## src/bfc_defines.svh

```systemverilog
`ifndef BFC_DEFINES_SVH
`define BFC_DEFINES_SVH
// How it works
// - Hardware reset or reset-all zeroes all four flag offset registers.
// - Flag assignment defaults to 6420h on hardware reset or reset-all.
// - Only hardware reset sets layout zero, inbound DMA, clears parity errors.
// - Inbound pointers clear on hardware reset and operands 001, 011, 111.
// - Outbound pointers clear on hardware reset and operands 010, 011, 111.
// - Half-word valid clears on hardware reset and operands 001, 011, 111.
// - Operand 100, reset-all and hardware reset clear the DMA request logic.
// - Chip select low with both selects high reads the chosen status layout.
// - Upper status byte: valid, parity errors, layout, four flags.
// - Layout zero: low byte is pending half-word data, bit 11 zero.
// - Layout one: bit 3 DMA direction, bits 4-7 flags, bit 11 one.
// - Offsets are ten bits; small variant uses nine, host writes bit 9 zero.
// - Four 4-bit codes each pick the internal flag for one pin.
// - Codes 0-7 map the eight flags; top bit set repeats the mapping.
// - Control bit 0 selects separate strobes or data strobe with direction.
// - Control bit 1 swaps the order of the two narrow-port halves.
// - Control bits 2 and 3 protect reread or rewrite data via flags.
// - Bits 4, 5 set ask and grant polarity; bits 4-9 need peripheral mode.
// - DMA runs on an internal clock: external clock pin or half of it.
// - Bit 8 selects one or two internal clocks of strobe assertion.
// - Bits 6, 7 set ask-to-grant delay of 2 to 5 internal clocks.
// - Bit 10 selects processor mode or peripheral mode with DMA active.
// - Bits 11, 12 select stand-alone, master or slave width expansion.
// - Master passes two bytes to the slave, takes two, and alternates.
// - Parity control register clears on hardware reset and reset-all.

// Command opcodes and operands
`define BFC_OP_RESET 4'h0
`define BFC_OP_SELCFG 4'h1
`define BFC_OP_DMADIR 4'h6
`define BFC_OP_LAYOUT 4'h7
`define BFC_OP_CLR_WPE 4'ha
`define BFC_OP_CLR_RPE 4'hb
`define BFC_RST_INB 3'h1
`define BFC_RST_OUTB 3'h2
`define BFC_RST_BOTH 3'h3
`define BFC_RST_DMA 3'h4
`define BFC_RST_ALL 3'h7
// Command field positions
`define BFC_OPC_HI 11
`define BFC_OPC_LO 8
`define BFC_OPD_HI 2
`define BFC_OPD_LO 0
// Configuration register indices
`define BFC_CFG_OB_AE 3'h0
`define BFC_CFG_OB_AF 3'h1
`define BFC_CFG_IB_AE 3'h2
`define BFC_CFG_IB_AF 3'h3
`define BFC_CFG_FLAGS 3'h4
`define BFC_CFG_GCTL 3'h5
`define BFC_CFG_PAR 3'h7
// Reset values
`define BFC_OFS_RST 16'h0000
`define BFC_FLAGS_RST 16'h6420
`define BFC_GCTL_RST 16'h0000
`define BFC_PAR_RST 16'h0000
// Status bit positions
`define BFC_ST_DMADIR 3
`define BFC_ST_LAYOUT 11
// Parity control bit that routes parity error to pin a
`define BFC_PAR_TO_PIN_A 11
// Ask-to-grant delay in internal clocks for code zero
`define BFC_ASK_GRANT_BASE 3'h2
`endif

```

## src/bfc_pkg.sv

```systemverilog
package bfc_pkg;
  // Width expansion modes
  typedef enum logic [1:0] {
    BFC_STANDALONE = 2'h0,
    BFC_MASTER = 2'h1,
    BFC_SLAVE = 2'h2,
    BFC_WX_RSVD = 2'h3
  } bfc_width_t;

  // General control register fields, msb first
  typedef struct packed {
    logic [2:0] rsvd;
    bfc_width_t width_mode;
    logic periph_mode;
    logic clk_half;
    logic strobe_two;
    logic [1:0] ask_grant_code;
    logic grant_pol;
    logic ask_pol;
    logic protect_rewrite;
    logic protect_reread;
    logic swap_halves;
    logic strobe_style;
  } bfc_gctl_t;

  // Eight internal flags, bit index equals assignment code
  typedef struct packed {
    logic ib_afull;
    logic ib_full;
    logic ib_aempty;
    logic ib_empty;
    logic ob_afull;
    logic ob_full;
    logic ob_aempty;
    logic ob_empty;
  } bfc_flags_t;
endpackage

```

## src/bfc_regs.sv

```systemverilog
`timescale 1ns/1ns
`include "bfc_defines.svh"
module bfc_regs
#(
  parameter int OFS_W = 10
)
(
  // Clock, reset, enable
  input wire logic ref_clk,
  input wire logic rst,
  input wire logic clk_en,
  // Wide port register access
  input wire logic wide_port_chip_select_n,
  input wire logic wide_port_select_high,
  input wire logic wide_port_select_low,
  input wire logic wide_port_wr,
  input wire logic wide_port_rd,
  input wire logic [15:0] wide_port_wdata,
  output logic [15:0] wide_port_rdata,
  // Internal flags and narrow-port events
  input wire bfc_pkg::bfc_flags_t flags_in,
  input wire logic half_word_written,
  input wire logic half_word_merged,
  input wire logic [7:0] half_word_data,
  input wire logic write_parity_err,
  input wire logic read_parity_err,
  input wire logic narrow_byte_done,
  input wire logic dma_clk_pin,
  // External flag pins
  output logic flag_pin_a,
  output logic flag_pin_b,
  output logic flag_pin_c,
  output logic flag_pin_d,
  // Reset pulses to the datapath
  output logic inbound_ptr_clr,
  output logic outbound_ptr_clr,
  output logic dma_req_clr,
  // Configuration seen by the datapath
  output bfc_pkg::bfc_gctl_t gctl_out,
  output logic [15:0] parity_ctl,
  output logic [OFS_W-1:0] ob_ae_ofs,
  output logic [OFS_W-1:0] ob_af_ofs,
  output logic [OFS_W-1:0] ib_ae_ofs,
  output logic [OFS_W-1:0] ib_af_ofs,
  output logic dma_dir_read,
  output logic half_word_valid,
  output logic dma_tick,
  output logic ask_pol_eff,
  output logic grant_pol_eff,
  output logic [2:0] ask_grant_clocks,
  output logic [1:0] strobe_clocks,
  output logic byte_to_self
);

  // Only the nine- and ten-bit offset variants exist
  generate
    if (OFS_W < 9 || OFS_W > 10)
    begin : g_bad_ofs_w
      $error("OFS_W must be 9 or 10");
    end
  endgenerate

  // ----------------------------------------------------------------
  // Access decode
  // ----------------------------------------------------------------
  logic sel;
  logic cmd_wr;
  logic cfg_wr;
  logic st_rd;
  logic cfg_rd;
  logic [3:0] opc;
  logic [2:0] opd;
  logic soft_rst;
  logic clr_inb;
  logic clr_outb;
  logic clr_dma;
  logic clr_all;
  logic [3:0] rst_sel;

  // Both selects high is the command/status slot, high-only the data slot
  assign sel = !wide_port_chip_select_n && wide_port_select_high;
  assign cmd_wr = sel && wide_port_select_low && wide_port_wr;
  assign cfg_wr = sel && !wide_port_select_low && wide_port_wr;
  assign st_rd = sel && wide_port_select_low && wide_port_rd;
  assign cfg_rd = sel && !wide_port_select_low && wide_port_rd;
  assign opc = wide_port_wdata[`BFC_OPC_HI:`BFC_OPC_LO];
  assign opd = wide_port_wdata[`BFC_OPD_HI:`BFC_OPD_LO];
  assign soft_rst = cmd_wr && opc == `BFC_OP_RESET;

  // Decode of the reset operand, shared by several registers
  function automatic logic [3:0] rst_decode(input logic [2:0] o);
    logic [3:0] r;
    r = 4'h0;
    case (o)
      `BFC_RST_INB: r = 4'h1;
      `BFC_RST_OUTB: r = 4'h2;
      `BFC_RST_BOTH: r = 4'h3;
      `BFC_RST_DMA: r = 4'h4;
      `BFC_RST_ALL: r = 4'hf;
      default: r = 4'h0;
    endcase
    return r;
  endfunction

  // Decoded once into a vector, since a call result cannot be bit-selected
  assign rst_sel = rst_decode(opd);
  assign clr_inb = soft_rst && rst_sel[0];
  assign clr_outb = soft_rst && rst_sel[1];
  assign clr_dma = soft_rst && rst_sel[2];
  assign clr_all = soft_rst && rst_sel[3];

  // ----------------------------------------------------------------
  // Configuration registers
  // ----------------------------------------------------------------
  logic [2:0] cfg_idx_r;
  logic [OFS_W-1:0] ofs_r [4];
  logic [15:0] flags_asg_r;
  bfc_pkg::bfc_gctl_t gctl_r;
  logic [15:0] par_r;

  // Selected configuration register index
  always_ff @(posedge ref_clk)
  begin
    if (rst)
      cfg_idx_r <= 3'h0;
    else if (clk_en && cmd_wr && opc == `BFC_OP_SELCFG)
      cfg_idx_r <= opd;
  end

  // Offset registers; only OFS_W bits are stored, rest read zero
  genvar gi;
  generate
    for (gi = 0; gi < 4; gi++)
    begin : g_ofs
      always_ff @(posedge ref_clk)
      begin
        if (rst)
          ofs_r[gi] <= OFS_W'(`BFC_OFS_RST);
        else if (clk_en && clr_all)
          ofs_r[gi] <= OFS_W'(`BFC_OFS_RST);
        else if (clk_en && cfg_wr && cfg_idx_r == 3'(gi))
          ofs_r[gi] <= wide_port_wdata[OFS_W-1:0];
      end
    end
  endgenerate

  // Flag assignment, general control and parity control
  always_ff @(posedge ref_clk)
  begin
    if (rst || (clk_en && clr_all))
    begin
      flags_asg_r <= `BFC_FLAGS_RST;
      gctl_r <= `BFC_GCTL_RST;
      par_r <= `BFC_PAR_RST;
    end
    else if (clk_en && cfg_wr)
    begin
      if (cfg_idx_r == `BFC_CFG_FLAGS)
        flags_asg_r <= wide_port_wdata;
      if (cfg_idx_r == `BFC_CFG_GCTL)
        gctl_r <= wide_port_wdata;
      if (cfg_idx_r == `BFC_CFG_PAR)
        par_r <= wide_port_wdata;
    end
  end

  // ----------------------------------------------------------------
  // Hardware-reset-only state, except half-word valid, which inbound soft resets also clear
  // ----------------------------------------------------------------
  logic layout_r;
  logic dma_dir_r;
  logic wpe_r;
  logic rpe_r;
  logic valid_r;

  // Layout and DMA direction survive every software reset
  always_ff @(posedge ref_clk)
  begin
    if (rst)
    begin
      layout_r <= 1'b0;
      dma_dir_r <= 1'b0;
    end
    else if (clk_en && cmd_wr)
    begin
      if (opc == `BFC_OP_LAYOUT)
        layout_r <= opd[0];
      if (opc == `BFC_OP_DMADIR && gctl_r.periph_mode)
        dma_dir_r <= opd[0];
    end
  end

  // Parity errors: a new error wins over a clear in the same cycle
  always_ff @(posedge ref_clk)
  begin
    if (rst)
    begin
      wpe_r <= 1'b0;
      rpe_r <= 1'b0;
    end
    else if (clk_en)
    begin
      if (write_parity_err)
        wpe_r <= 1'b1;
      else if (cmd_wr && opc == `BFC_OP_CLR_WPE)
        wpe_r <= 1'b0;
      if (read_parity_err)
        rpe_r <= 1'b1;
      else if (cmd_wr && opc == `BFC_OP_CLR_RPE)
        rpe_r <= 1'b0;
    end
  end

  // Half-word valid; a fresh first half beats a concurrent clear
  always_ff @(posedge ref_clk)
  begin
    if (rst)
      valid_r <= 1'b0;
    else if (clk_en)
    begin
      if (half_word_written)
        valid_r <= 1'b1;
      else if (half_word_merged || clr_inb)
        valid_r <= 1'b0;
    end
  end

  // ----------------------------------------------------------------
  // Reset pulses to the datapath
  // ----------------------------------------------------------------
  always_ff @(posedge ref_clk)
  begin
    if (rst)
    begin
      inbound_ptr_clr <= 1'b1;
      outbound_ptr_clr <= 1'b1;
      dma_req_clr <= 1'b1;
    end
    else if (clk_en)
    begin
      inbound_ptr_clr <= clr_inb;
      outbound_ptr_clr <= clr_outb;
      dma_req_clr <= clr_dma;
    end
  end

  // ----------------------------------------------------------------
  // Status word and read data
  // ----------------------------------------------------------------
  logic [15:0] status;
  logic [15:0] cfg_rdata;

  // Upper byte is common; low byte depends on layout
  always_comb
  begin
    status = 16'h0000;
    status[15:8] = {flags_in.ib_aempty, flags_in.ib_empty,
                    flags_in.ob_afull, flags_in.ob_full,
                    layout_r, rpe_r, wpe_r, valid_r};
    if (!layout_r)
      status[7:0] = half_word_data;
    else
    begin
      status[7:4] = {flags_in.ib_afull, flags_in.ib_full,
                     flags_in.ob_aempty, flags_in.ob_empty};
      status[`BFC_ST_DMADIR] = dma_dir_r;
    end
  end

  // Reserved register 6 and unused offset bits read as zero
  always_comb
  begin
    cfg_rdata = 16'h0000;
    case (cfg_idx_r)
      `BFC_CFG_OB_AE: cfg_rdata[OFS_W-1:0] = ofs_r[0];
      `BFC_CFG_OB_AF: cfg_rdata[OFS_W-1:0] = ofs_r[1];
      `BFC_CFG_IB_AE: cfg_rdata[OFS_W-1:0] = ofs_r[2];
      `BFC_CFG_IB_AF: cfg_rdata[OFS_W-1:0] = ofs_r[3];
      `BFC_CFG_FLAGS: cfg_rdata = flags_asg_r;
      `BFC_CFG_GCTL: cfg_rdata = gctl_r;
      `BFC_CFG_PAR: cfg_rdata = par_r;
      default: cfg_rdata = 16'h0000;
    endcase
  end

  // Read data is captured on the read cycle and held until the next
  always_ff @(posedge ref_clk)
  begin
    if (rst)
      wide_port_rdata <= 16'h0000;
    else if (clk_en && st_rd)
      wide_port_rdata <= status;
    else if (clk_en && cfg_rd)
      wide_port_rdata <= cfg_rdata;
  end

  // ----------------------------------------------------------------
  // External flag pins
  // ----------------------------------------------------------------
  // The top code bit is ignored so codes 8-15 alias codes 0-7
  function automatic logic pick_flag(input logic [3:0] code,
                                     input bfc_pkg::bfc_flags_t f);
    return f[code[2:0]];
  endfunction

  always_ff @(posedge ref_clk)
  begin
    if (rst)
    begin
      flag_pin_a <= 1'b0;
      flag_pin_b <= 1'b0;
      flag_pin_c <= 1'b0;
      flag_pin_d <= 1'b0;
    end
    else if (clk_en)
    begin
      if (par_r[`BFC_PAR_TO_PIN_A])
        flag_pin_a <= wpe_r || rpe_r;
      else
        flag_pin_a <= pick_flag(flags_asg_r[3:0], flags_in);
      flag_pin_b <= pick_flag(flags_asg_r[7:4], flags_in);
      flag_pin_c <= pick_flag(flags_asg_r[11:8], flags_in);
      flag_pin_d <= pick_flag(flags_asg_r[15:12], flags_in);
    end
  end

  // ----------------------------------------------------------------
  // Control outputs
  // ----------------------------------------------------------------
  // The derived DMA outputs are forced quiet outside peripheral mode; gctl_out
  // still carries the raw DMA fields while the port is a processor port
  always_ff @(posedge ref_clk)
  begin
    if (rst)
    begin
      gctl_out <= `BFC_GCTL_RST;
      ask_pol_eff <= 1'b0;
      grant_pol_eff <= 1'b0;
      ask_grant_clocks <= `BFC_ASK_GRANT_BASE;
      strobe_clocks <= 2'h1;
    end
    else if (clk_en)
    begin
      gctl_out <= gctl_r;
      ask_pol_eff <= gctl_r.periph_mode && gctl_r.ask_pol;
      grant_pol_eff <= gctl_r.periph_mode && gctl_r.grant_pol;
      if (gctl_r.periph_mode)
      begin
        ask_grant_clocks <= `BFC_ASK_GRANT_BASE
                            + {1'b0, gctl_r.ask_grant_code};
        strobe_clocks <= gctl_r.strobe_two ? 2'h2 : 2'h1;
      end
      else
      begin
        ask_grant_clocks <= `BFC_ASK_GRANT_BASE;
        strobe_clocks <= 2'h1;
      end
    end
  end

  // Plain copies of stored state
  always_ff @(posedge ref_clk)
  begin
    if (rst)
    begin
      parity_ctl <= `BFC_PAR_RST;
      ob_ae_ofs <= '0;
      ob_af_ofs <= '0;
      ib_ae_ofs <= '0;
      ib_af_ofs <= '0;
      dma_dir_read <= 1'b0;
      half_word_valid <= 1'b0;
    end
    else if (clk_en)
    begin
      parity_ctl <= par_r;
      ob_ae_ofs <= ofs_r[0];
      ob_af_ofs <= ofs_r[1];
      ib_ae_ofs <= ofs_r[2];
      ib_af_ofs <= ofs_r[3];
      dma_dir_read <= dma_dir_r;
      half_word_valid <= valid_r;
    end
  end

  // ----------------------------------------------------------------
  // DMA internal clock
  // ----------------------------------------------------------------
  logic pin_prev_r;
  logic half_ph_r;
  logic pin_rise;

  assign pin_rise = dma_clk_pin && !pin_prev_r;

  // Tick on each pin rise, or every second rise when halved; phase is
  // part of the request logic and restarts with it
  always_ff @(posedge ref_clk)
  begin
    if (rst)
    begin
      pin_prev_r <= 1'b0;
      half_ph_r <= 1'b0;
      dma_tick <= 1'b0;
    end
    else if (clk_en)
    begin
      pin_prev_r <= dma_clk_pin;
      if (clr_dma)
      begin
        half_ph_r <= 1'b0;
        dma_tick <= 1'b0;
      end
      else
      begin
        if (pin_rise)
          half_ph_r <= !half_ph_r;
        dma_tick <= gctl_r.periph_mode && pin_rise
                    && (!gctl_r.clk_half || half_ph_r);
      end
    end
  end

  // ----------------------------------------------------------------
  // Master width expansion byte steering
  // ----------------------------------------------------------------
  logic [1:0] byte_cnt_r;

  // Bytes 0-1 of each group of four go to the slave, 2-3 stay here
  always_ff @(posedge ref_clk)
  begin
    if (rst)
    begin
      byte_cnt_r <= 2'h0;
      byte_to_self <= 1'b0;
    end
    else if (clk_en)
    begin
      if (clr_inb || clr_outb)
        byte_cnt_r <= 2'h0;
      else if (narrow_byte_done)
        byte_cnt_r <= byte_cnt_r + 2'h1;
      if (gctl_r.width_mode == bfc_pkg::BFC_MASTER)
        byte_to_self <= byte_cnt_r[1];
      else
        byte_to_self <= 1'b1;
    end
  end
endmodule

```

## config.mk

```make
export PLATFORM = sky130hd
export DESIGN_NAME = bfc_regs
export DESIGN_NICKNAME = d
export VERILOG_FILES = /design/src/bfc_pkg.sv /design/src/bfc_regs.sv
export VERILOG_INCLUDE_DIRS = /design/src
export SDC_FILE = /design/constraint.sdc
export NUM_CORES = 1
export LEC_CHECK = 0
export BUFFER_PORTS_ARGS = -buffer_cell sky130_fd_sc_hd__clkbuf_2
export CAP_MARGIN = 10
export CORE_MARGIN = 5
export CORE_UTILIZATION = 40
export CTS_BUF_LIST = sky130_fd_sc_hd__clkbuf_4 sky130_fd_sc_hd__clkbuf_8 sky130_fd_sc_hd__clkbuf_16
export DETAILED_ROUTE_END_ITERATION = 10
export PLACE_DENSITY = 0.57
export SYNTH_ARGS = -nofsm -noshare
export SYNTH_HDL_FRONTEND = slang
export SYNTH_SLANG_ARGS = --single-unit
```

## constraint.sdc

```tcl
create_clock -name ref_clk -period 5.98 [get_ports ref_clk]
set_clock_uncertainty 0.1 [all_clocks]
set_input_delay 0.598 -clock ref_clk [delete_from_list [all_inputs] [get_ports ref_clk]]
set_output_delay 0.598 -clock ref_clk [all_outputs]
set_load 0.05 [all_outputs]
```

Word level (Yosys, flattened, before mapping)
Memory sizes are Yosys's and may differ from the RTL's.
Index checks and enable logic that the tools add are counted.

word-level totals
  register bits after elaboration = 166
  bits in writable memories = 40
  input bits = 46
  output and inout bits = 106
  memories = 1

memories
  memory  depth  width  read ports  clocked after memory_dff  write ports  line             source
  ofs_r   4      10     4           0                         4            bfc_regs.sv:116  logic [OFS_W-1:0] ofs_r [4];

operators by class
  add/subtract/negate cells = 2
  order comparisons = 4
  eq/ne operators = 17
  mux-type cells = 60
  bitwise gates (word level) = 8
  reductions and logical operators = 58

operators by type and width
  kind                                                  count
  2-to-1 mux 10 bit                                     8
  case mux 10 bit (7 select lines)                      1
  2-to-1 mux 1 bit                                      36
  2-to-1 mux 16 bit                                     2
  logical AND 1 bit                                     30
  case mux 4 bit (5 select lines)                       1
  AND reduction 2 bit                                   10
  case mux 6 bit (3 select lines)                       1
  < comparator 3 x 4 -> 1 bit (second input constant)   4
  equality test 3 bit (second input constant)           5
  binary-select mux 1 bit (select 3 bit)                4
  equality test 3 x 2 -> 1 bit (second input constant)  4
  nonzero test 2 bit                                    6
  equality test 4 x 3 -> 1 bit (second input constant)  2
  equality test 4 bit (second input constant)           2
  2-to-1 mux 2 bit                                      4
  bitwise OR 1 bit                                      8
  equality test 3 x 1 -> 1 bit (second input constant)  2
  2-to-1 mux 3 bit                                      2
  logical NOT 1 bit                                     5
  logical OR 1 bit                                      5
  2-to-1 mux 5 bit                                      1
  equality test 4 x 1 -> 1 bit (second input constant)  1
  logical NOT 4 bit                                     1
  other kinds (4)                                       4

Logic depth before layout (Yosys ltp)
  depth after elaboration = 12
  depth in mapped cells = 7
  gate-level depth less buffers = 4

Worst setup path after synthesis
No wires, ideal clock.

  path kind = input port to flip-flop
  start = input clk_en
  end = memory ofs_r[2][0] (enable)
  setup time = 0.394 ns
  arrival = 2.084 ns
  slack = 3.403 ns
  cell stages on the path = 5
  cell sequence = buf_4 > buf_4 > buf_2 > nand2_1 > o31ai_1

RTL lines
  item                line             source
  start: declaration  bfc_regs.sv:11   input wire logic clk_en,
  end: declaration    bfc_regs.sv:116

Worst setup path in the final report
  start = register cfg_idx_r[1]
  end = register wide_port_rdata[7]

between the ends
  cells in the longest elaborated chain, start to end = 4
  elaborated cells on any way between the ends = 10
  those cells by class = eq/ne (6); mux (3); reduce/logical (1)

ends and longest elaborated chain
  item                                         line             source
  start: declaration                           bfc_regs.sv:115  logic [2:0] cfg_idx_r;
  start signal: assignment                     bfc_regs.sv:127  cfg_idx_r <= opd;
  equality test 3 bit (tied with other cells)  bfc_regs.sv:274  case (cfg_idx_r)
  case mux 10 bit (7 select lines) (*)         bfc_regs.sv:274
  2-to-1 mux 16 bit (*)                        bfc_regs.sv:293  else if (clk_en && cfg_rd)
  2-to-1 mux 16 bit (*)                        bfc_regs.sv:291  else if (clk_en && st_rd)
  end signal: assignment                       bfc_regs.sv:292  wide_port_rdata <= status;
  end signal: assignment                       bfc_regs.sv:294  wide_port_rdata <= cfg_rdata;
  end: declaration                             bfc_regs.sv:19   output logic [15:0] wide_port_rdata,

Every way passes the cells marked *; elsewhere a longest branch is shown, timed or not. The select of a mux whose other input is x is not followed.
A chain may end at the register's enable or synchronous reset.

==> results.txt <==
The total grt overflow is 0. Registers take 4530 um^2. The async set or reset register ratio after synthesis came out at 0. No sink is reached through more buffers than the 3 on the longest clock path.

The area of combinational cells with multiple inputs came out at about 4000 um^2. The required time at the endpoint of the critical path came out at between 6 and 7 ns. The I/O pin total is roughly 150.

The worst min-delay path category is input pin to register. The area growth from synthesis to final layout is 17.6%. Input and output buffers added on the ports amount to 151. The number of storage elements in the synthesis netlist came out at 206.

The floorplan step defined a core boundary enclosing 22000 um^2. The worst setup path is captured at a register. The total number of nets in the final design is about 1000. The part of the Yosys area used for sequential elements is 0.505. The die width came out at 160 um.

The synthesized instance count is 829. TritonCTS built the clock tree. The reported max-cap violation count is 0. The final instance area came out at 10500 um^2. In the layout the commonest cells are dfxtp_1, clkbuf_2, mux2i_1. The final-layout setup total negative slack is 0 ns. The top flip-flop cell by instance count after synthesis is dfxtp_1. The critical path launch point type is a register. The first global-routing pass estimated 40600 um of wire.

The relative slew slack is 0.372. Once placement finished, the instance area stood at 9770 um^2. Timing would allow up to 350 MHz. The final setup violation count is 0.

The total of cells resized after clock tree synthesis is 0. The shortest period the worst path allows is 2.86 ns. The initial standard-cell utilization of the core came out at 0.408.

The tree is rooted in a clkbuf_16. The post-detailed-route wirelength per cell is 21.0 um. The last weighted congestion value of the routability-driven placer came out at 0.842. The pin count of the biggest net entering global routing came out at 60. The clock latency on the worst-skew pair came out at 0.51 ns. The arrival time of data at the critical path endpoint is 3.12 ns. The final layout contains routed wiring with a total length of about 26000 um. The via density per instance is 5.39. The final antenna-violating net count is 0. The areal power density over the cells came out at 297 nW/um^2. The number of global-route vias before repair came out at between 6000 and 7000. The number of warning messages in the yosys log is 0. For this run, the total global-route usage over all layers was measured as 0.200.

The number of clock buffers added by TritonCTS is 23. In this run the core area contains 54 standard-cell rows. The peak supply drop is 0.161 mV.

The cell area after synthesis is about 9000 um^2. The number of library cell types mapped by synthesis came out at 65. Counting the fill cells in the layout gives between 2000 and 2500.

The H-tree depth came out at 1. The number of antenna violations at the first check in global routing is 1. The violation count after the first detailed-route iteration came out at 524. The analysis attributes to cell leakage a power of 4.70 nW. The slew at the pin closest to its max-slew limit is 0.941 ns. The post-CTS setup-driven buffer insertion count is 0. The total nets after synthesis came out at between 800 and 900.

The final hold violation count is 0. The number of optimization iterations in the first detailed-route pass is 5. The most common cell after layout, fill and taps aside is dfxtp_1.

The total of hold buffers inserted after clock tree synthesis came out at 0. In this run the vertical extent of the chip is 160 um. The number of flops mapped to enable cells by yosys is 40.

The die covers 25500 um^2. The placed wire-length estimate after detailed placement is approximately 18000 um. OpenSTA, run right after detailed placement, puts the worst setup slack at 2.79 ns. The layout cell share with drive strength beyond 1 came out at 0.251. After clock tree synthesis, the clock-pin slew on the worst setup and hold paths is approximately 0.060 ns.

The flow ran to the end, and the final reports show no timing, DRC or antenna violations. The portion of the clock cycle consumed by the worst path in the final layout came out at 0.478. Setup repair after global routing left no endpoint under its margin.

The maximum fanout along the worst path is 36. The final critical-path setup slack came out at 3.12 ns. The critical setup path kind is register to register. The count of unresolved DRC violations after routing came out at 0. The vias after detailed routing is 6732. The average cell area after synthesis is 10.8 um^2. The number of pins with negative max-slew slack in the final report is 0. The clock sink total is 206.
==> final timing paths <==
check	start	end	slack, ns	cells past startpoint
worst min register to register	dma_req_clr	dma_req_clr	0.36	1
worst min-delay path	write_parity_err	wpe_r	0.23	3
worst max-delay path	cfg_idx_r[1]	wide_port_rdata[7]	3.12	5
worst max register to register	cfg_idx_r[1]	wide_port_rdata[7]	3.12	5
==> per-layer routing <==
layer	vias up	part of all wire	wire length (um)	GRT usage
li1	3226	-	-	-
met1	3275	0.48	12600	0.303
met2	206	0.45	11900	0.305
met3	25	0.057	1490	0.0302
met4	0	0.012	323	0.0383
met5	-	0	0	0
==> synthesized netlist by cell type, types with 6 or more instances <==
| cell | n | area share |
|---|---|---|
| a21oi_1 | 24 | 0.013 |
| a221oi_1 | 7 | 0.0068 |
| a22oi_1 | 10 | 0.0084 |
| and2_1 | 30 | 0.021 |
| and3_1 | 7 | 0.0049 |
| buf_2 | 20 | 0.011 |
| buf_4 | 10 | 0.0084 |
| buf_6 | 8 | 0.010 |
| clkbuf_1 | 21 | 0.0088 |
| dfxtp_1 | 166 | 0.37 |
| edfxtp_1 | 40 | 0.13 |
| inv_1 | 8 | 0.0034 |
| mux2_2 | 9 | 0.011 |
| mux2i_1 | 146 | 0.16 |
| mux4_2 | 13 | 0.033 |
| nand2_1 | 34 | 0.014 |
| nand3_1 | 10 | 0.0056 |
| nor2_1 | 144 | 0.060 |
| nor2b_1 | 6 | 0.0042 |
| nor3_1 | 9 | 0.0050 |
| o21ai_0 | 19 | 0.011 |
| o22ai_1 | 8 | 0.0056 |
| o2bb2ai_1 | 6 | 0.0059 |
==> final cells by class <==
type                       instances  share of cell area
tap                              280              0.0333
inverter                          10             0.00356
clock inverter                     8             0.00867
multi-input combinational        552               0.384
antenna                            1            0.000238
clock buffer                      33              0.0635
sequential                       206               0.430
timing repair buffer             158              0.0772
==> state kept, by name, indices dropped and copies added (netlist names), 2 cells and up <==
name and flops:
cfg_idx_r 3, wide_port_rdata 16, strobe_clocks 2, ib_af_ofs 10
ofs_r 40, byte_cnt_r 2, parity_ctl 16, flags_asg_r 16
ask_grant_clocks 3, par_r 16, ib_ae_ofs 10, ob_ae_ofs 10
gctl_out 16, ob_af_ofs 10, gctl_r 16
==> cells by family (layout without fill, tap and decap cells) <==
logic type               count (synthesis)  in the layout  synth area share
AND/OR/NAND/NOR                        276            276             0.159
flip-flops                             206            206             0.505
multiplexers                           168            168             0.207
AO/OA/AOI/OAI                          106            106            0.0832
buffers and inverters                   71            209            0.0436
adder cells (fa/ha/maj)                  1              1           0.00112
XOR/XNOR                                 1              1          0.000978
other                                    0              1                 0
==> power by group <==
part           internal [mW]  switching [mW]  leakage [nW]
Combinational         0.0665           0.169          2.55
Clock                  0.864           0.561         0.385
Sequential              1.44          0.0205          1.76
Total                   2.37           0.751          4.70
==> through the flow <==
step | hold WS [ns] | cells | total power, mW | utilization
global route | 0.235 | 1248 | 3.24 | 0.480
finish | 0.235 | 1248 | 3.13 | 0.480
global placement | 0.350 | 1206 | 1.73 | 0.445
detailed placement | 0.354 | 1206 | 1.73 | 0.445
floorplan | 0.340 | 829 | 1.65 | -
CTS | 0.222 | 1247 | 3.16 | 0.480
==> worst max-delay path, stage by stage, from the launching register on <==
cell	delay, ns
dfxtp_2	0.95
buf_4	0.39
mux2i_1	0.32
nor3_1	0.10
a2111oi_1	0.71
o22ai_1	0.14
Note: power is estimated with default switching activity, not from simulation.
